$ cat config.mk
export PLATFORM = sky130hd
export DESIGN_NAME = vlc_link_control
export DESIGN_NICKNAME = d
export VERILOG_FILES = /design/src/hdl/vlc_link_control.v
export VERILOG_INCLUDE_DIRS = /design/src /design/src/hdl
export SDC_FILE = /design/constraint.sdc
export NUM_CORES = 1
export LEC_CHECK = 0
export ABC_AREA = 1
export BUFFER_PORTS_ARGS = -buffer_cell sky130_fd_sc_hd__buf_4
export CAP_MARGIN = 5
export CORE_MARGIN = 3
export CORE_UTILIZATION = 46
export CTS_BUF_LIST = sky130_fd_sc_hd__clkbuf_16
export DETAILED_ROUTE_END_ITERATION = 7
export GPL_TIMING_DRIVEN = 0
export PLACE_DENSITY = 0.77
export SETUP_SLACK_MARGIN = 0.3
export SYNTH_ARGS = -nofsm -noshare
export SYNTH_HDL_FRONTEND = slang
export SYNTH_SLANG_ARGS = --single-unit
$ cat constraint.sdc
create_clock -name clk -period 2.8 [get_ports clk]
set_clock_uncertainty 0.15 [all_clocks]
set_input_delay 0.28 -clock clk [delete_from_list [all_inputs] [get_ports clk]]
set_output_delay 0.28 -clock clk [all_outputs]
set_load 0.01 [all_outputs]
$ cat src/hdl/vlc_regs.vh
/*
 link control register constants: field positions, reset value, timings.
 assumes a 20 mhz system clock; included by the link control module.
*/
`ifndef VLC_REGS_VH
`define VLC_REGS_VH
// field positions
`define VLC_BIT_IFR_REQ    7
`define VLC_BIT_MULTI      6
`define VLC_BIT_SKIP       5
`define VLC_BIT_PDOWN      4
`define VLC_BIT_HSPEED     3
`define VLC_DS_MSB         2
`define VLC_DS_LSB         0
`define VLC_CTRL_RESET     8'h00
// divider forced during reset
`define VLC_DIV_RESET      5'h10
// timings in ns and in 20 mhz cycles, sized for the 9-bit counter
`define VLC_CLK_NS         50
`define VLC_SKIP_HOLD_NS   6000
`define VLC_SKIP_HOLD_CYC  9'h078
`define VLC_RESTART_NS     2000
`define VLC_RESTART_CYC    9'h028
`endif

$ cat src/hdl/vlc_link_control.v
/*
 write-only link control register of a vpw byte link with its control effects:
 response sequencing flags, skip-to-idle, power down, high speed, clock divider.
 assumes the serial engine pulses xfer_done after each 8-bit control exchange
 with the received byte on ctrl_byte, and reports bus events as one-cycle pulses.
*/
`timescale 1ns/10ps
`include "vlc_regs.vh"
// Behaviour
// - eight-bit control register, reset clears all
// - host can set but never clear upper four bits
// - response request cleared on success or idle
// - response byte captured during crc exchange
// - lost arbitration: one transmission, clear once
// - multi-byte response appends crc after last
// - lost arbitration stops further response bytes
// - multi without request sends nothing
// - skip-to-idle resets, output low, idle high
// - idle pin held six microseconds minimum
// - no unsolicited transfers until next idle
// - power down halts, wakes on events
// - power down accepted only idle-low or first
// - premature wake restarts with idle pulse
// - high speed decodes quarter time, blocks output
// - high speed write gated, applied next edge
// - high speed cleared by break or write
// - divide select maps to divider ratio
// - reset forces divide-by-sixteen until first exchange
// - divide select kept through power down
// - exchange loads control, returns status
// - long byte-ready marks final byte
module vlc_link_control (
   // clock and reset
   input  wire       clk,
   input  wire       resetn,
   // serial exchange side
   input  wire       xfer_done,
   input  wire [7:0] ctrl_byte,
   input  wire       first_after_break,
   // bus events from codec and sequencer
   input  wire       bus_idle_det,
   input  wire       ifr_success,
   input  wire       arb_lost,
   input  wire       break_det,
   input  wire       rx_edge,
   input  wire       pd_abort,
   // pins seen from outside
   input  wire       bus_symbol_in,
   input  wire       exch_req_in,
   input  wire       byte_ready_in,
   // control outputs
   output reg  [7:0] ctrl_q,
   output reg        ifr_enable_q,
   output reg        ifr_multi_q,
   output reg        multi_status_q,
   output reg        tx_blocked_q,
   output reg        hs_active_q,
   output reg        idle_pin_q,
   output reg        unsol_hold_q,
   output reg        codec_passive_q,
   output reg        clk_gate_q,
   output reg  [4:0] div_ratio_q,
   output reg        tick_q
);
   localparam S_RUN  = 3'b001;
   localparam S_SKIP = 3'b010;
   localparam S_WAIT = 3'b100;
   localparam [8:0] SKIP_CYC = `VLC_SKIP_HOLD_CYC;
   localparam [8:0] RST_CYC  = `VLC_RESTART_CYC;

   reg  [2:0] state_q;
   reg  [8:0] cnt_q;
   reg        first_q;
   reg        aborted_q;
   localparam [2:0] PIN_IDLE = 3'b001;
   wire [2:0] pin_raw;
   wire [2:0] pin_lvl;
   wire       bi_lvl_q;
   wire       er_lvl_q;
   wire       br_lvl_q;
   reg        er_prev_q;
   reg  [4:0] dcnt_q;
   reg  [4:0] sel_ratio;
   wire       pin_ok = ~idle_pin_q | first_q;
   wire       wake = ~bi_lvl_q | (er_lvl_q & ~er_prev_q) | br_lvl_q;

   always @* begin
      case (ctrl_q[`VLC_DS_MSB:`VLC_DS_LSB])
         3'h0: sel_ratio = 5'h0c;
         3'h1: sel_ratio = 5'h06;
         3'h2: sel_ratio = 5'h0a;
         3'h3: sel_ratio = 5'h05;
         3'h4: sel_ratio = 5'h08;
         3'h5: sel_ratio = 5'h04;
         3'h6: sel_ratio = 5'h02;
         default: sel_ratio = 5'h01;
      endcase
   end

   // pin synchronisers, stages two and three agree
   assign pin_raw  = {byte_ready_in, exch_req_in, bus_symbol_in};
   assign bi_lvl_q = pin_lvl[0];
   assign er_lvl_q = pin_lvl[1];
   assign br_lvl_q = pin_lvl[2];
   genvar gi;
   generate
      for (gi = 0; gi < 3; gi = gi + 1) begin : g_sync
         reg [2:0] stg_q;
         reg       lvl_q;
         always @(posedge clk) begin
            stg_q <= {stg_q[1:0], pin_raw[gi]};
            if (!resetn)
               lvl_q <= PIN_IDLE[gi];
            else if (stg_q[2] == stg_q[1])
               lvl_q <= stg_q[2];
         end
         assign pin_lvl[gi] = lvl_q;
      end
   endgenerate

   // exchange request edge history
   always @(posedge clk) begin
      if (!resetn)
         er_prev_q <= 1'b0;
      else
         er_prev_q <= er_lvl_q;
   end

   always @(posedge clk) begin
      if (!resetn) begin
         ctrl_q          <= `VLC_CTRL_RESET;
         first_q         <= 1'b1;
         state_q         <= S_RUN;
         cnt_q           <= 9'h000;
         aborted_q       <= 1'b0;
         multi_status_q  <= 1'b0;
         hs_active_q     <= 1'b0;
         idle_pin_q      <= 1'b1;
         unsol_hold_q    <= 1'b0;
         codec_passive_q <= 1'b1;
         clk_gate_q      <= 1'b0;
      end else begin
         if (xfer_done) begin
            ctrl_q[`VLC_BIT_IFR_REQ] <= ctrl_q[`VLC_BIT_IFR_REQ] | ctrl_byte[`VLC_BIT_IFR_REQ];
            ctrl_q[`VLC_BIT_MULTI]   <= ctrl_q[`VLC_BIT_MULTI] | ctrl_byte[`VLC_BIT_MULTI];
            if (ctrl_byte[`VLC_BIT_PDOWN] && pin_ok && !br_lvl_q)
               ctrl_q[`VLC_BIT_PDOWN] <= 1'b1;
            if (pin_ok && !(first_after_break && ctrl_byte[`VLC_BIT_HSPEED]))
               ctrl_q[`VLC_BIT_HSPEED] <= ctrl_byte[`VLC_BIT_HSPEED];
            ctrl_q[`VLC_DS_MSB:`VLC_DS_LSB] <= ctrl_byte[`VLC_DS_MSB:`VLC_DS_LSB];
            first_q         <= 1'b0;
            codec_passive_q <= 1'b0;
            multi_status_q <= ctrl_q[`VLC_BIT_MULTI] | ctrl_byte[`VLC_BIT_MULTI];
         end else begin
            if (ifr_success || bus_idle_det)
               ctrl_q[`VLC_BIT_IFR_REQ] <= 1'b0;
            if (bus_idle_det)
               ctrl_q[`VLC_BIT_MULTI] <= 1'b0;
            if (break_det)
               ctrl_q[`VLC_BIT_HSPEED] <= 1'b0;
            if (ctrl_q[`VLC_BIT_PDOWN] && (wake || pd_abort)) begin
               ctrl_q[`VLC_BIT_PDOWN] <= 1'b0;
               aborted_q <= pd_abort;
            end
         end
         clk_gate_q <= ctrl_q[`VLC_BIT_PDOWN] & ~wake & ~xfer_done;
         if (rx_edge)
            hs_active_q <= ctrl_q[`VLC_BIT_HSPEED];
         case (state_q)
            S_RUN: begin
               // restart pulse after aborted power down
               if (aborted_q && !ctrl_q[`VLC_BIT_PDOWN] && !xfer_done) begin
                  aborted_q  <= 1'b0;
                  idle_pin_q <= 1'b1;
                  cnt_q      <= RST_CYC;
                  state_q    <= S_SKIP;
               end else if (bus_idle_det && !codec_passive_q)
                  idle_pin_q <= 1'b0;
               else if (rx_edge)
                  idle_pin_q <= 1'b1;
            end
            S_SKIP: begin
               if (cnt_q != 9'h000)
                  cnt_q <= cnt_q - 9'h001;
               else if (bi_lvl_q) begin
                  idle_pin_q   <= 1'b0;
                  unsol_hold_q <= 1'b0;
                  ctrl_q[`VLC_BIT_SKIP] <= 1'b0;
                  state_q      <= S_RUN;
               end else
                  state_q <= S_WAIT;
            end
            S_WAIT: begin
               if (bus_idle_det) begin
                  idle_pin_q   <= 1'b0;
                  unsol_hold_q <= 1'b0;
                  ctrl_q[`VLC_BIT_SKIP] <= 1'b0;
                  state_q      <= S_RUN;
               end
            end
            default: state_q <= S_RUN;
         endcase
         // skip request, new request wins over completion
         if (xfer_done && ctrl_byte[`VLC_BIT_SKIP]) begin
            ctrl_q[`VLC_BIT_SKIP] <= 1'b1;
            state_q      <= S_SKIP;
            cnt_q        <= SKIP_CYC;
            idle_pin_q   <= 1'b1;
            unsol_hold_q <= 1'b1;
         end
      end
   end

   // response sequencing flags
   always @(posedge clk) begin
      if (!resetn) begin
         ifr_enable_q <= 1'b0;
         ifr_multi_q  <= 1'b0;
         tx_blocked_q <= 1'b0;
      end else begin
         if (arb_lost)
            tx_blocked_q <= 1'b1;
         else if (bus_idle_det)
            tx_blocked_q <= 1'b0;
         ifr_enable_q <= ctrl_q[`VLC_BIT_IFR_REQ] & ~tx_blocked_q & ~ifr_success;
         ifr_multi_q  <= ctrl_q[`VLC_BIT_IFR_REQ] & ctrl_q[`VLC_BIT_MULTI];
      end
   end

   always @(posedge clk) begin
      if (!resetn) begin
         div_ratio_q <= `VLC_DIV_RESET;
         dcnt_q      <= 5'h00;
         tick_q      <= 1'b0;
      end else begin
         // divider held until first exchange done
         if (!first_q)
            div_ratio_q <= sel_ratio;
         if (dcnt_q + 5'h01 >= div_ratio_q) begin
            dcnt_q <= 5'h00;
            tick_q <= ~clk_gate_q;
         end else begin
            dcnt_q <= dcnt_q + 5'h01;
            tick_q <= 1'b0;
         end
      end
   end
endmodule // vlc_link_control

==> metrics.cfg, run 1 <==
[placement]
dp.cells = 411
finalWeightedCongestion = 0.867
placed_area_sq_um = 2710
dpl.hpwl_microns = 3720
io_buffers = 41

[critical_path]
worstPathArrival_ps = 2130
required_ps = 2830
max_stage_delay_ps = 390
worstSetupEndpointType = register
critical_path.endpoint = dcnt_q[3]
cp_cell_sequence = ha_1 > nand3_1 > xor2_1 > inv_1 > ha_1 > inv_1 > or2_2 > nand4_1 > nor2_1
crit_path_start = dcnt_q[0]
critPathKind = register to register
crit_family = simple AND/OR/NAND/NOR gates
slowest_stage = dfxtp_1
cp.buffers_inverters = 2
timing.rr.start = dcnt_q[0]
reg2reg_depth = 9
cp_max_fo = 5
cp.depth = 9
critPathLaunchType = register
r2r_slack_ps = 700
r2r_end = dcnt_q[3]

[global_routing]
grt_pass1_vias = 1994
grt_overflow = 0
grt_pass1_wl_microns = 8340
grt_max_degree = 18
grt.total_usage_pct = 17.1
grt_antenna_before_repair = 0

[floorplan]
die_w_microns = 77.0
die-area_sq_um = 5930
rows = 25
ioPinCount = 44
fp.dieH_microns = 77.0
start_util_pct = 48.5
core_sq_um = 4790

[sta]
finalSetupViolations = 0
finalHoldViolations = 0
finalCritPeriodShare_pct = 75.0
min_period_ps = 2100
worstMarginPinSlew_ps = 412
slew-limit-headroom_pct = 72.5
max_freq_mhz = 476
final-max-slew-violation-count = 0
timing.setup.tns_ps = 0
rsz0062_at_grt = no

[synthesis]
yosys_warnings = 0
syn_area_per_cell_sq_um = 7.66
synth-edff-count = 0
synth.area.top_cells = dfxtp_1 (46%), nand2_1 (7.1%), inv_1 (7.0%)
synthTopCellsByCount = dfxtp_1 (53), nand2_1 (44), inv_1 (43)
synth.top_cell.area_share_pct = 45.7
yosysSeqAreaShare_pct = 45.7
synth_cell_types = 35
async_flop_share_pct = 0
netlist_instances = 303
yosys.area.top_type = dfxtp_1
synthFlopType = dfxtp_1
syn_nets = 331
netlist_area_sq_um = 2320
yosysMostFrequentCell = dfxtp_1
synth_seq_cells = 53

[layout]
layoutNonFillerInstCount = 422
stdcell_area_sq_um = 2910
seq_area_sq_um = 1060
num-fill-cells = 436
multi_input_area_sq_um = 1050
fin_nets = 382
num_antenna_cells = 0
syn2layout_area_growth_pct = 25.5
drive_gt1_share_pct = 20.6

[cts]
cts_setup_buffers = 0
cts_resized = 0
path_clk_slew_ps = 70
htreeDepth = 2
clock_path_buffers = 2
tritoncts = built
clockRootBuffer = clkbuf_16
clkLatencyLatePin_ps = 290
clock_sinks = 53
numCtsBuffers = 5

[min_path]
min_path_cells = 2
hold_class = input pin to register

[pwr]
leakage_nw = 1.40
power.density_nw_per_um2 = 633
ir_worst_vdd_v = 0.000422

[drt]
wirelength_microns = 4900
vias = 2089
dr.pass1.iters = 4
drtAntennaViolNets = 0
drc = 0
avgRoutedWirePerCell_microns = 11.6
drt_iter0_drc = 77
drt-vias-per-instance = 4.95

[status]
status = finished clean

[flow_run]
drv_cap = 0

-- through the flow --
stage | util [%] | hold WS (ps) | power (mW) | setup slack, ps
finish | 60.9 | 5.38 | 1.84 | 701
global route | 60.9 | 15.4 | 1.93 | 545
CTS | 60.9 | 8.11 | 1.85 | 687
detailed placement | 56.7 | 164 | 1.16 | 700
global placement | 56.7 | 162 | 1.15 | 721
floorplan | - | 158 | 1.06 | 865
-- area by class of cell --
class | count | area share [%]
Timing Repair Buffer | 44 | 11.6
Sequential cell | 53 | 36.4
Multi-Input combinational cell | 197 | 36.1
Buffer | 7 | 1.20
Tap cell | 67 | 2.88
Clock inverter | 3 | 1.55
Clock buffer | 5 | 4.30
Inverter | 46 | 5.93
-- cell usage in the layout (no fill, tap or decap), types with 2 or more instances in the layout --
cell,synthesis,routed
nor2_2,3,3
inv_2,3,3
nand4_1,9,9
nand2_2,3,3
o21ai_0,17,17
dlygate4sd3_1,0,3
nand3_2,3,3
nor2_1,37,37
dfxtp_1,53,53
ha_1,7,7
clkbuf_1,2,2
inv_1,43,43
clkbuf_16,0,5
nor2_4,2,2
or2_2,2,2
nand3_1,27,27
buf_4,1,42
buf_2,4,4
a21oi_1,21,21
xor2_1,3,3
nand2_4,3,3
nor4_1,2,2
nand2_1,44,44
-- cells by family after synthesis --
logic type / synth area share [%]
simple gates: 28.6
buf+inv: 8.95
flops: 45.7
compound gates: 11.5
fa+ha+maj: 3.77
xor+xnor: 1.51
-- sequential cells by signal, indices dropped and copies added (netlist names), 3 cells and up --
name and cells:
div_ratio_q 5, g_sync.stg_q 9, dcnt_q 5, state_q 3, cnt_q 9, ctrl_q 7
-- report_power, final --
part           switching (mW)  leakage [nW]  total [mW]  internal [mW]
clock                   0.272        0.0834       0.697          0.425
combinational           0.171         0.876       0.305          0.135
sequential             0.0360         0.437       0.841          0.805
-- timing repair --
| action | 4_1_cts | 5_1_grt |
|---|---|---|
| endpoints found under the setup margin | 0 | 0 |
| hold endpoints to repair | 3 | 0 |
| hold buffers | 3 | 0 |
-- worst min path at each step --
stage	start	end	slack, ps
finish	ifr_success	ifr_enable_q	5
global route	ifr_success	ifr_enable_q	20
detailed placement	g_sync[0].stg_q[0]	g_sync[0].stg_q[1]	160
floorplan	bus_symbol_in	g_sync[0].stg_q[0]	160
global placement	g_sync[1].stg_q[0]	g_sync[1].stg_q[1]	160
CTS	ifr_success	ifr_enable_q	8
-- metal layers --
layer	part of all wire, %	wire length, microns	vias up	GRT usage (%)
li1	-	-	1086	-
met1	45	2190	942	20.6
met2	48	2340	53	30.4
met3	6.3	309	8	3.64
met4	1.3	65	0	5.34
met5	0	0	-	0
(Power assumes the default switching activity.)
==> run 2, diff against run 1 <==
Settings changed: PLACE_DENSITY 0.77 to 0.8.
Clock period 2.8 ns to 1.85 ns, I/O delays scaled along.
==> run 2 against run 1 <==
The flow now finishes with violations (setup timing). Utilization rose by 7.3 points. Routed wire length rose by 13%. Global-route usage rose by 0.94 points. Final cell count rose by 2.4%. Worst hold slack got worse by 3.1 ps. Non-clock buffer count rose by 11. Largest power group unchanged. Maximum frequency rose by 8.6%. First-iteration DRC count rose by 70%. Clock-buffer cell count did not move. Sequential cell count did not move. Via count rose by 3.7%. Critical path depth fell by 2.
==> metrics.cfg, run 2 (same netlist as run 1, synthesis figures left out) <==
[drt]
drt_iter0_drc = 131
avgRoutedWirePerCell_microns = 12.8
wirelength_microns = 5520
drtAntennaViolNets = 0
vias = 2167
drt-vias-per-instance = 5.02
drc = 0
dr.pass1.iters = 5

[sta]
finalSetupViolations = 6
fin_ws_ps = -83.1
finalHoldViolations = 0
finalCritPeriodShare_pct = 104
slew-limit-headroom_pct = 65.2
max_freq_mhz = 517
final-max-slew-violation-count = 0
timing.setup.tns_ps = -357
min_period_ps = 1930
worstMarginPinSlew_ps = 521
rsz0062_at_grt = yes

[critical_path]
worstPathArrival_ps = 1990
cp_max_fo = 5
timing.rr.start = dcnt_q[1]
required_ps = 1910
critPathKind = register to register
crit_path_start = dcnt_q[1]
worstSetupEndpointType = register
critPathLaunchType = register
r2r_slack_ps = -80

[cts]
htreeDepth = 2
clock_path_buffers = 2
path_clk_slew_ps = 60
clkLatencyLatePin_ps = 280
clockRootBuffer = clkbuf_16
numCtsBuffers = 5
tritoncts = built
clock_sinks = 53

[layout]
fin_nets = 393
top_regs = cnt_q (9), g_sync.stg_q (9), ctrl_q (7)
syn2layout_area_growth_pct = 40.6
drive_gt1_share_pct = 34.8
final_common_cell = buf_4
num_antenna_cells = 0
layoutNonFillerInstCount = 432
final_cell_mix = buf_4 (47), dfxtp_1 (45), inv_1 (39), nand2_1 (36), nor2_1 (33)
stdcell_area_sq_um = 3260

[floorplan]
die_w_microns = 77.0
ioPinCount = 44
core_sq_um = 4790
die-area_sq_um = 5930
fp.dieH_microns = 77.0
rows = 25
start_util_pct = 48.5

[global_routing]
grt_overflow = 0
grt_antenna_before_repair = 0
grt_pass1_wl_microns = 8830
grt_pass1_vias = 2019
grt_max_degree = 16
grt.total_usage_pct = 18.0

[placement]
finalWeightedCongestion = 0.893
placed_area_sq_um = 2750
dpl.hpwl_microns = 3730
dp.cells = 411
io_buffers = 41

[status]
violations = setup timing
status = finished, violations left

[pwr]
power.density_nw_per_um2 = 845
leakage_nw = 1.48
ir_worst_vdd_v = 0.000757

[flow_run]
drv_cap = 0

[min_path]
hold_class = input pin to register
hp-start = rx_edge

run 2: worst paths after layout:
kind	endpoint	cells after the start
max reg2reg	dcnt_q[2]	7
min	hs_active_q	3
max	dcnt_q[2]	7
min reg2reg	g_sync[2].stg_q[1]	0
run 2: routing by layer:
| metal | share of wire [%] | GRT usage (%) | vias up |
|---|---|---|---|
| li1 | - | - | 1106 |
| met1 | 45 | 23.2 | 1006 |
| met2 | 50 | 30.8 | 47 |
| met3 | 3.4 | 3.76 | 8 |
| met4 | 1.0 | 4.45 | 0 |
| met5 | 0 | 0 | - |
run 2: final cells by class:
class | instances | area [sq um]
Clock inverter | 2 | 12.5
Sequential cell | 53 | 1080
Multi-Input combinational cell | 197 | 1300
Inverter | 46 | 175
Timing Repair Buffer | 55 | 449
Fill cell | 369 | 1520
Clock buffer | 5 | 125
Buffer | 7 | 41.3
Tap cell | 67 | 83.8
run 2: critical path, cell delays in order (launching register included):
cell and delay, ps:
dfxtp_4 360, ha_4 170, xor2_2 150, ha_1 320, a21oi_1 170, o21a_1 170, nand4_1 210, nor2_1 160
run 2: where the power goes:
| part | total (mW) | switching (mW) | leakage [nW] | internal, mW |
|---|---|---|---|---|
| Clock | 0.877 | 0.386 | 0.0711 | 0.491 |
| Combinational | 0.588 | 0.315 | 0.969 | 0.273 |
| Sequential | 1.29 | 0.0658 | 0.441 | 1.23 |
| Total | 2.76 | 0.766 | 1.48 | 1.99 |
run 2: per-stage QoR:
step | hold slack (ps) | worst slack [ps] | total power [mW] | util (%)
after floorplan | 62.7 | 55.6 | 1.62 | -
after global placement | 141 | -104 | 1.77 | 57.5
after detailed placement | 141 | -176 | 1.78 | 57.5
after CTS | 9.58 | -81.5 | 2.69 | 63.0
after global routing | 11.9 | -165 | 2.89 | 68.2
final | 2.31 | -83.1 | 2.76 | 68.2
run 2: timing repair:
action	CTS	global route
setup buffers	4	5
pin swaps	7	18
setup endpoints to repair	18	19
endpoints found under the hold margin	5	0
gates resized for setup	15	49
hold buffers	5	0
==> run 3, diff against run 2 <==
Settings changed: ABC_AREA 1 to not set.
==> run 3 against run 2 <==
The run still ends with setup timing left. Largest power group unchanged. Clock-buffer cell count stayed put. Sequential share of layout area is 0.42 points higher. Critical path type unchanged. Synthesized cell count is 21% lower. Utilization is 4.1 points higher. Combinational power is 32% higher. Sequential power hardly changed. Maximum frequency is 1.7% lower.
==> metrics.cfg, run 3 <==
[cts]
clock_path_buffers = 2
path_clk_slew_ps = 70
clkLatencyLatePin_ps = 290
clockRootBuffer = clkbuf_16
htreeDepth = 2
tritoncts = built
numCtsBuffers = 5
clock_sinks = 53

[placement]
dpl.hpwl_microns = 3530
placed_area_sq_um = 2650
pre_cts_slack_ps = -147
finalWeightedCongestion = 0.774
io_buffers = 43

[floorplan]
die-area_sq_um = 5560
core_sq_um = 4440
fp.dieH_microns = 74.6
rows = 24
die_w_microns = 74.6
start_util_pct = 48.7
ioPinCount = 44

[critical_path]
cp_max_fo = 2
required_ps = 1920
worstPathArrival_ps = 2040
critPathLaunchType = register
worstSetupEndpointType = register
critPathKind = register to register

[drt]
wirelength_microns = 5550
dr.pass1.iters = 4
drt-vias-per-instance = 5.46
drt_iter0_drc = 85
drc = 0
vias = 2011
drtAntennaViolNets = 0
avgRoutedWirePerCell_microns = 15.1

[sta]
fin_ws_ps = -117
max_freq_mhz = 508
min_period_ps = 1970
finalCritPeriodShare_pct = 106
slew-limit-headroom_pct = 62.4
worstMarginPinSlew_ps = 563
final-max-slew-violation-count = 0
rsz0062_at_grt = yes
finalHoldViolations = 0
finalSetupViolations = 3

[min_path]
hold_class = input pin to register

[synthesis]
yosys_warnings = 0
synth.area.top_cells = dfxtp_1 (49%), a21oi_1 (5.8%), nor2_1 (4.3%)
synthFlopType = dfxtp_1
yosysSeqAreaShare_pct = 49.0
netlist_area_sq_um = 2160
syn_nets = 266
synth.top_cell.area_share_pct = 49.0
synth_cell_types = 50
yosysMostFrequentCell = dfxtp_1
synthTopCellsByCount = dfxtp_1 (53), a21oi_1 (25), nor2_1 (25)
async_flop_share_pct = 0
yosys.area.top_type = dfxtp_1
synth-edff-count = 0
syn_area_per_cell_sq_um = 9.09
netlist_instances = 238
synth_seq_cells = 53

[pwr]
swShare_pct = 28.2
leakage_nw = 1.35
pwr-share-comb_pct = 25.7
power.clock.fraction_pct = 30.6
p_int_mw = 2.17
p_sw_mw = 0.853
ir_worst_vdd_v = 0.000549
power.density_nw_per_um2 = 942
seqPwrFrac_pct = 43.7

[global_routing]
grt_max_degree = 18
grt.total_usage_pct = 21.0
grt_pass1_wl_microns = 8980
grt_antenna_before_repair = 0
grt_pass1_vias = 1956
grt_overflow = 0

[layout]
final_cell_mix = buf_4 (62), dfxtp_1 (46), nor2_1 (21), a21oi_1 (20), inv_1 (13)
stdcell_area_sq_um = 3210
fin_nets = 343
drive_gt1_share_pct = 37.7
top_regs = cnt_q (9), g_sync.stg_q (9), ctrl_q (7)
final_common_cell = buf_4
syn2layout_area_growth_pct = 48.4
num_antenna_cells = 0

[status]
status = finished, violations left
violations = setup timing

[flow_run]
drv_cap = 0

## run 3: cell types whose count changed after synthesis, moves of 4 or more
cell and delta:
a21oi_1 +4, and3_1 +4, inv_1 -28, mux2i_1 +6, nand2_1 -33, nand2b_1 +8
nand3_1 -23, nand4_1 -9, nor2_1 -12, nor2b_1 +5, nor3_1 +9
## run 3: metal layers
metal / share of wire [%] / global-route usage, % / vias up
met4: 1.4 / 6.72 / 0
met5: 0 / 0 / -
met2: 50 / 35.7 / 51
met3: 5.5 / 5.14 / 9
met1: 43 / 26.0 / 961
li1: - / - / 990
## run 3: worst max-delay path: stages (launching register included)
cell and delay (ps):
dfxtp_2 330, inv_2 70, ha_4 130, or3b_4 370, or2_4 240, or4_1 470
a31oi_1 130
## run 3: path summary, 6_finish.rpt
kind                      startpoint                  to  slack (ps)  cells past startpoint
setup / recovery            cnt_q[1]            cnt_q[4]        -120                      6
hold / removal               rx_edge         hs_active_q          20                      3
setup reg to reg            cnt_q[1]            cnt_q[4]        -120                      6
hold reg to reg   g_sync[2].stg_q[0]  g_sync[2].stg_q[1]         180                      0
## run 3: power groups by stage
stage | sequential (mW) | combinational, mW | clock, mW
3_3_place_gp | 1.33 | 0.563 | 0
5_1_grt | 1.33 | 0.844 | 0.979
6_report | 1.32 | 0.777 | 0.925
2_1_floorplan | 1.33 | 0.408 | 0
3_5_place_dp | 1.33 | 0.592 | 0
4_1_cts | 1.31 | 0.744 | 0.942
## run 3: area by class of cell
| cell class | instances | area [sq um] |
|---|---|---|
| plain buffers | 7 | 41.3 |
| clock buffers | 5 | 125 |
| fillers | 327 | 1230 |
| inverters | 15 | 56.3 |
| multi-input cells | 163 | 1270 |
| repair buffers | 70 | 554 |
| flip-flops and latches | 53 | 1070 |
| clock inverters | 3 | 21.3 |
| well taps | 52 | 65.1 |
## run 3: kinds of logic after synthesis
family	Yosys count	synth area share (%)
xor+xnor	4	1.62
compound gates	59	16.3
flops	53	49.0
buf+inv	22	4.05
mux	6	2.78
simple gates	86	21.7
fa+ha+maj	8	4.51
## run 3: repair_timing
action / in CTS / in global routing
pin swaps: 16 / 13
buffers inserted: 15 / 5
hold buffers: 7 / 0
hold endpoints to repair: 7 / 0
resized for setup: 29 / 14
endpoints found under the setup margin: 19 / 21
## run 3: stage by stage
| stage | power, mW | instances | utilization [%] | hold slack [ps] | setup TNS [ps] |
|---|---|---|---|---|---|
| detailed placement | 1.93 | 333 | 59.7 | 141 | -348 |
| global route | 3.16 | 368 | 72.2 | 47.1 | -451 |
| global placement | 1.89 | 333 | 59.7 | 140 | -165 |
| finish | 3.02 | 368 | 72.2 | 21.9 | -201 |
| floorplan | 1.74 | 238 | - | 62.7 | -66.5 |
| CTS | 3.00 | 363 | 69.9 | 23.5 | -191 |
